## src/include/ext_irq_cfg.svh

```systemverilog
// Constants for the external interrupt input filter block.
//
// Function
// - Five inputs, each with its own noise filter.
// - Pin zero powers up as port input.
// - Pin-function bit zero blocks latch zero setting.
// - Zero/five falling; one-three edge chosen per bit.
// - Zero/five reject under 2, accept 7 periods.
// - One rejects under 15/63, accepts 49/193.
// - Noise select 0 gives 63, 1 gives 15.
// - Two/three reject under 7, accept 25 periods.
// - Low-speed modes reject 1, accept 3.5 periods.
// - Clean edge sets latch within bounded delay.
// - Noise select change effective within 64 periods.
// - Enable needs master, flag, function and routing bits.
// - Output activity on shared pins may raise requests.
// - Control register bit layout, zero reset.
// - Master enable zero blocks every maskable request.
`ifndef EXT_IRQ_CFG_SVH
`define EXT_IRQ_CFG_SVH

`define EIC_NUM_CH         5
`define EIC_CH_ZERO        0
`define EIC_CH_ONE         1
`define EIC_CH_TWO         2
`define EIC_CH_THREE       3
`define EIC_CH_FIVE        4

`define EIC_ADDR           6'h37
`define EIC_BIT_NC         7
`define EIC_BIT_FN         6
`define EIC_BIT_ES3        3
`define EIC_BIT_ES2        2
`define EIC_BIT_ES1        1
`define EIC_RESET          8'h00

// Filter acceptance counts in filter clock periods, between reject and accept limits.
`define EIC_CNT_W          8
`define EIC_CNT_FAST       8'h04
`define EIC_CNT_MID        8'h10
`define EIC_CNT_ONE_SHORT  8'h20
`define EIC_CNT_ONE_LONG   8'h80
`define EIC_CNT_SLOW       8'h02

`endif

```

## src/include/ext_irq_pkg.sv

```systemverilog
// Types for the external interrupt input filter block.
package ext_irq_pkg;

    typedef struct packed {
        logic       master;
        logic [4:0] flags;
        logic       route14;
        logic       route15;
    } irq_enable_t;

    typedef struct packed {
        logic noise_sel;
        logic pin_fn;
        logic es3;
        logic es2;
        logic es1;
    } ctrl_fields_t;

    typedef struct packed {
        logic [5:0] addr;
        logic       wr;
        logic       rd;
        logic [7:0] wdata;
    } sfr_req_t;

endpackage

```

## src/logic/external_interrupt_input_filter.sv

```systemverilog
// Noise filters, edge selection and interrupt latches for five external interrupt pins.
`timescale 1ns/1ps
`default_nettype none
`include "ext_irq_cfg.svh"

module external_interrupt_input_filter (
    input  wire logic                     i_clk,
    input  wire logic                     i_rst,
    input  wire logic                     i_low_speed_mode,
    input  wire logic [4:0]               i_pins,
    input  wire ext_irq_pkg::sfr_req_t    i_sfr,
    input  wire ext_irq_pkg::irq_enable_t i_enable,
    input  wire logic [4:0]               i_latch_clear,
    output var  logic [7:0]               o_sfr_rdata,
    output var  logic                     o_shared_port_is_irq,
    output var  logic [4:0]               o_irq_latch,
    output var  logic [4:0]               o_irq_request
);
    import ext_irq_pkg::*;

    ////////////////////////////////////////////////////////////////////////////////
    // Acceptance count per channel for the current clock mode and noise select.
    function automatic logic [`EIC_CNT_W-1:0] accept_count(input int ch, input logic nc, input logic slow);
        logic [`EIC_CNT_W-1:0] n;
        n = `EIC_CNT_FAST;
        if (slow) begin
            n = `EIC_CNT_SLOW;
        end else if (ch == `EIC_CH_ONE) begin
            n = nc ? `EIC_CNT_ONE_SHORT : `EIC_CNT_ONE_LONG;
        end else if (ch == `EIC_CH_TWO || ch == `EIC_CH_THREE) begin
            n = `EIC_CNT_MID;
        end else begin
            n = `EIC_CNT_FAST;
        end
        return n;
    endfunction

    // Selected edge seen when the filtered level flips to new_level.
    function automatic logic edge_hit(input logic new_level, input logic falling_sel);
        return falling_sel ? ~new_level : new_level;
    endfunction

    ////////////////////////////////////////////////////////////////////////////////
    // Control register.
    logic [7:0]   ctrl_r;
    logic [7:0]   ctrl_nxt;
    ctrl_fields_t fields;
    wire  logic   ctrl_hit;

    assign ctrl_hit = (i_sfr.addr == `EIC_ADDR);
    assign ctrl_nxt = (ctrl_hit && i_sfr.wr) ? i_sfr.wdata : ctrl_r;
    assign fields   = '{noise_sel: ctrl_r[`EIC_BIT_NC], pin_fn: ctrl_r[`EIC_BIT_FN],
                        es3: ctrl_r[`EIC_BIT_ES3], es2: ctrl_r[`EIC_BIT_ES2],
                        es1: ctrl_r[`EIC_BIT_ES1]};

    // Read view of the register; bits 5, 4 and 0 are stored in ctrl_r but read as zero.
    wire logic [7:0] ctrl_view;
    assign ctrl_view[`EIC_BIT_NC]  = fields.noise_sel;
    assign ctrl_view[`EIC_BIT_FN]  = fields.pin_fn;
    assign ctrl_view[5]            = 1'b0;
    assign ctrl_view[4]            = 1'b0;
    assign ctrl_view[`EIC_BIT_ES3] = fields.es3;
    assign ctrl_view[`EIC_BIT_ES2] = fields.es2;
    assign ctrl_view[`EIC_BIT_ES1] = fields.es1;
    assign ctrl_view[0]            = 1'b0;

    always_ff @(posedge i_clk or posedge i_rst) begin
        if (i_rst) begin
            ctrl_r      <= `EIC_RESET;
            o_sfr_rdata <= 8'h00;
        end else begin
            ctrl_r      <= ctrl_nxt;
            o_sfr_rdata <= (ctrl_hit && i_sfr.rd) ? ctrl_view : 8'h00;
        end
    end

    ////////////////////////////////////////////////////////////////////////////////
    // Synchroniser, filter and edge detection per pin.
    logic [4:0]            sync1_r;
    logic [4:0]            sync2_r;
    logic [4:0]            filt_r;
    logic [4:0]            filt_nxt;
    logic [`EIC_CNT_W-1:0] cnt_r   [`EIC_NUM_CH];
    logic [`EIC_CNT_W-1:0] cnt_nxt [`EIC_NUM_CH];
    logic [4:0]            falling_sel;
    logic [4:0]            edge_ev;
    logic [4:0]            set_ok;
    logic [4:0]            enabled;
    logic [4:0]            latch_nxt;

    // Channels zero and five are fixed to falling edges; the others follow their select bit.
    assign falling_sel[`EIC_CH_ZERO]  = 1'b1;
    assign falling_sel[`EIC_CH_ONE]   = fields.es1;
    assign falling_sel[`EIC_CH_TWO]   = fields.es2;
    assign falling_sel[`EIC_CH_THREE] = fields.es3;
    assign falling_sel[`EIC_CH_FIVE]  = 1'b1;

    // Acceptance limit per channel for the current clock mode and noise select.
    // A noise select change reaches the limit in the same cycle that the write lands in ctrl_r.
    logic [`EIC_CNT_W-1:0] limit [`EIC_NUM_CH];
    assign limit[`EIC_CH_ZERO]  = accept_count(`EIC_CH_ZERO, fields.noise_sel, i_low_speed_mode);
    assign limit[`EIC_CH_ONE]   = accept_count(`EIC_CH_ONE, fields.noise_sel, i_low_speed_mode);
    assign limit[`EIC_CH_TWO]   = accept_count(`EIC_CH_TWO, fields.noise_sel, i_low_speed_mode);
    assign limit[`EIC_CH_THREE] = accept_count(`EIC_CH_THREE, fields.noise_sel, i_low_speed_mode);
    assign limit[`EIC_CH_FIVE]  = accept_count(`EIC_CH_FIVE, fields.noise_sel, i_low_speed_mode);

    // Only the pin function bit gates the latch of channel zero.
    assign set_ok = {4'b1111, fields.pin_fn};

    // Per-channel enable terms; the master enable gates every channel alike.
    // The latches themselves are not gated, so a pending edge survives a disabled period.
    wire logic gate_zero;
    wire logic gate_one;
    wire logic gate_two;
    wire logic gate_three;
    wire logic gate_five;

    assign gate_zero  = i_enable.master & i_enable.flags[`EIC_CH_ZERO] & fields.pin_fn;
    assign gate_one   = i_enable.master & i_enable.flags[`EIC_CH_ONE];
    assign gate_two   = i_enable.master & i_enable.flags[`EIC_CH_TWO];
    assign gate_three = i_enable.master & i_enable.flags[`EIC_CH_THREE] & ~i_enable.route14;
    assign gate_five  = i_enable.master & i_enable.flags[`EIC_CH_FIVE] & ~i_enable.route15;
    assign enabled    = {gate_five, gate_three, gate_two, gate_one, gate_zero};

    // Each channel counts consecutive synchronised samples that differ from the filtered level.
    // Any sample that agrees again drops the count to zero, so a short pulse leaves no trace.
    always_comb begin
        for (int ch = 0; ch < `EIC_NUM_CH; ch++) begin
            filt_nxt[ch] = filt_r[ch];
            edge_ev[ch]  = 1'b0;
            cnt_nxt[ch]  = '0;
            if (sync2_r[ch] != filt_r[ch]) begin
                cnt_nxt[ch] = cnt_r[ch] + `EIC_CNT_W'(1);
                if (cnt_nxt[ch] >= limit[ch]) begin
                    filt_nxt[ch] = sync2_r[ch];
                    cnt_nxt[ch]  = '0;
                    edge_ev[ch]  = edge_hit(sync2_r[ch], falling_sel[ch]);
                end
            end
        end
    end

    // A set in the same cycle as a clear wins, so no edge is lost.
    assign latch_nxt = (o_irq_latch & ~i_latch_clear) | (edge_ev & set_ok);

    // The first stage is read only by the second, so a metastable sample stays inside the pair.
    // Both stages reset to the idle high level, so no false edge follows reset.
    always_ff @(posedge i_clk or posedge i_rst) begin
        if (i_rst) begin
            sync1_r <= 5'h1f;
            sync2_r <= 5'h1f;
        end else begin
            sync1_r <= i_pins;
            sync2_r <= sync1_r;
        end
    end

    // Filtered level per channel, also idle high after reset.
    always_ff @(posedge i_clk or posedge i_rst) begin
        if (i_rst) begin
            filt_r <= 5'h1f;
        end else begin
            filt_r <= filt_nxt;
        end
    end

    always_ff @(posedge i_clk or posedge i_rst) begin
        if (i_rst) begin
            for (int ch = 0; ch < `EIC_NUM_CH; ch++) begin
                cnt_r[ch] <= '0;
            end
        end else begin
            for (int ch = 0; ch < `EIC_NUM_CH; ch++) begin
                cnt_r[ch] <= cnt_nxt[ch];
            end
        end
    end

    ////////////////////////////////////////////////////////////////////////////////
    // Latches and gated requests.
    always_ff @(posedge i_clk or posedge i_rst) begin
        if (i_rst) begin
            o_irq_latch          <= 5'h00;
            o_irq_request        <= 5'h00;
            o_shared_port_is_irq <= 1'b0;
        end else begin
            o_irq_latch          <= latch_nxt;
            o_irq_request        <= latch_nxt & enabled;
            o_shared_port_is_irq <= fields.pin_fn;
        end
    end

endmodule
`default_nettype wire

```

## config.mk

```make
export PLATFORM = sky130hd
export DESIGN_NAME = external_interrupt_input_filter
export DESIGN_NICKNAME = d
export VERILOG_FILES = /design/src/include/ext_irq_pkg.sv /design/src/logic/external_interrupt_input_filter.sv
export VERILOG_INCLUDE_DIRS = /design/src /design/src/include
export SDC_FILE = /design/constraint.sdc
export NUM_CORES = 1
export LEC_CHECK = 0
export BUFFER_PORTS_ARGS = -buffer_cell sky130_fd_sc_hd__clkbuf_2
export CORE_MARGIN = 2
export CORE_UTILIZATION = 55
export DETAILED_ROUTE_END_ITERATION = 7
export PLACE_DENSITY = 0.78
export REMOVE_ABC_BUFFERS = 1
export SETUP_SLACK_MARGIN = 0.05
export SLEW_MARGIN = 15
export SYNTH_ARGS = -nofsm -noshare
export SYNTH_HDL_FRONTEND = slang
export SYNTH_SLANG_ARGS = --single-unit
```

## constraint.sdc

```tcl
create_clock -name i_clk -period 3.3 [get_ports i_clk]
set_input_delay 0.66 -clock i_clk [delete_from_list [all_inputs] [get_ports i_clk]]
set_output_delay 0.66 -clock i_clk [all_outputs]
set_load 0.02 [all_outputs]
```

==> flow_metrics.tcl <==
set metrics [dict create \
    status "finished, final reports clean" \
    cts_resized 0 \
    final_nets 397 \
    cp-startpoint "cnt_r[26]" \
    cts_tree "built" \
    path_class "flip-flop to flip-flop" \
    die_h_um 81.23 \
    yosys.area.top_type "dfrtp_1" \
    clockBufferDepth 2 \
    clk_pin_slew_ns 0.07 \
    reg2reg_slack_ns 1.19 \
    leakagePower_nw 1.890 \
    regArea_um2 1921 \
    port_buffers 49 \
    cts-root-buf "clkbuf_8" \
    setup_viol 0 \
    max_freq_mhz 474.9 \
    syn_avg_cell_area_um2 12.24 \
    ir_drop_v 0.0002761 \
    antennaDiodeCount 0 \
    postCtsHoldBufs 0 \
    syn_inst 268 \
    grtUsageTotal_pct 19.99 \
    setup_ws_ns 1.194 \
    vias 2245 \
    crit_arrival_ns 2.39 \
    fin_crit_ns 2.106 \
    synth_area_um2 3281 \
    die_area_um2 6598 \
    ys_seq_area_share_pct 58.54 \
    n_fill_cell 459 \
    crit_fanout 5 \
    finalCritPeriodShare_pct 63.81 \
    die_x_um 81.23 \
    r2r_start "cnt_r[26]" \
    clock_latency_ns 0.35 \
    grt_pass1_wl_mm 9.701 \
    synth_most_common_cell "dfrtp_1" \
    vias_per_cell 5.295 \
    reg2regPathDepth 9 \
    top_layer "met4" \
    tritoncts_num_sinks 76 \
    worstPathRequired_ns 3.58 \
    coreArea_um2 5851 \
    synth_edf_count 0 \
    finalSetupTns_ns 0 \
    gp_congestion 0.7856 \
    multiInputGateArea_um2 1375 \
    synth_common_cells "dfrtp_1, ha_1, dfstp_2, nand2_1" \
    drtAntennaViolNets 0 \
    areaGrowthSynthToFinish_pct 17.73 \
    worstPathCellList "nand3_1 -> nor2_1 -> and3_1 -> xor2_1 -> ha_1 -> nand2b_1 -> o21ai_0 -> a31o_2 -> a311o_1" \
    post_cts_buffers 0 \
    finalMaxSlewViolations 0 \
    grt-ovfl-total 0 \
    drt_pre_antenna_iters 4 \
    floorplan.initialDensity_pct 56.07 \
    antenna_found_initial 0 \
    grt_pass1_vias 2282 \
    grt_start_max_net_pins 77 \
    met1_length_mm 2.521 \
    synthDistinctLibCells 46 \
    row_count 28 \
    power.total_mw 1.969 \
    num_io_pins 56 \
    cts_buffers 9 \
    skew_ns 0.007793 \
    critical_path.endpoint_type "flip-flop" \
    power_density_nw_per_um2 509.9 \
    yosysWarnings 0 \
    cts-htree-levels 3 \
    synth_top_cell_area_share_pct 46.53 \
    synthTopCellsByArea "dfrtp_1, dfstp_2, ha_1, mux2_2, and3_1" \
    cp_slowest_cell "dfrtp_1" \
    wl_per_cell_um 13.46 \
    slowest_delay_ns 0.40 \
    routed_wirelength_mm 5.709 \
    maxCapViolCount 0 \
    dp_slack_ns 0.9509 \
    synth-async-reset-ratio_pct 100.0 \
    hold_viol 0 \
    ys.flop_type "dfrtp_1" \
    worstHoldPathType "input port to async pin" \
    wl_met3_um 274 \
    rr_endpoint "filt_r[1]" \
    wl_met2_mm 2.794 \
    drt_iter0_drc 102 \
    ys_ff_latch 76 \
    rsz0062_at_grt "false" \
    dp.final_hpwl_mm 4.057 \
    startpoint_type "flip-flop" \
    drive_gt1_share_pct 26.93 \
    drc 0 \
]
[stage by stage]
step | std cells | hold slack, ns | util, % | instance area [µm²]
finish | 424 | 0.3568 | 66.02 | 3862
global route | 424 | 0.3612 | 66.02 | 3862
CTS | 424 | 0.3569 | 66.02 | 3862
detailed placement | 408 | 0.3468 | 62.98 | 3685
global placement | 408 | 0.3457 | 62.98 | 3685
floorplan | 283 | 0.3452 | - | 3326
[cells by family after synthesis]
| group | share of synthesized area (%) |
|---|---|
| and+or+nand+nor | 16.86 |
| DFF | 58.54 |
| AOI/OAI and AO/OA | 8.848 |
| xor gates and xnor gates | 4.539 |
| adders and majority gates | 6.102 |
| buffers and inverters | 1.602 |
| muxes | 3.394 |
| other | 0.1143 |
[where the power goes]
part / switching, mW / leakage, nW / internal, mW
Sequential: 0.0446 / 0.960 / 1.00
Clock: 0.313 / 0.0887 / 0.350
Combinational: 0.148 / 0.841 / 0.111
Total: 0.506 / 1.89 / 1.46
[critical path, delay by kind of cell, from the launching register on]
| family | cells | cell delay [ns] |
|---|---|---|
| compound gates | 3 | 0.56 |
| simple gates | 4 | 0.63 |
| fa+ha+maj | 1 | 0.25 |
| xor+xnor | 1 | 0.22 |
| flops | 1 | 0.40 |
[metal layers]
layer / global-route usage [%] / vias to the layer above
met2: 34.71 / 52
li1: - / 1088
met1: 22.47 / 1093
met3: 5.667 / 12
met4: 10.00 / 0
met5: 0 / -
[state kept, by name, indices dropped and copies added (netlist names)]
register	flops
sync2_r	5
filt_r	5
o_irq_latch	5
ctrl_r	5
o_irq_request	5
o_sfr_rdata	5
cnt_r	40
sync1_r	5
o_shared_port_is_irq	1
[placed cells by master, fill, tap and decap left out, types with 9 or more instances in the layout]
cell type	count
conb_1	19
nand3_1	12
dfstp_2	15
clkbuf_8	9
xor2_1	9
nor2_1	13
nand2_1	15
nand2b_1	11
dfrtp_1	61
clkbuf_2	49
ha_1	16
and3_1	13
[how the worst max path moves through the flow]
stage | to | slack (ns) | cells after the start
2_1_floorplan | cnt_r[0] | 0.73 | 1
3_3_place_gp | o_irq_request[1] | 0.98 | 6
3_5_place_dp | o_irq_request[1] | 0.95 | 6
4_1_cts | filt_r[1] | 1.17 | 9
5_1_grt | filt_r[1] | 1.03 | 9
6_report | filt_r[1] | 1.19 | 9
[layout make-up]
class / instances / share of cell area [%]
Timing Repair Buffer: 50 / 6.868
Inverter: 8 / 0.7775
Sequential cell: 76 / 49.72
Multi-Input combinational cell: 199 / 35.60
Clock inverter: 2 / 0.9070
Clock buffer: 14 / 3.693
Tap cell: 75 / 2.430
Power figures use the tool's default switching activity.
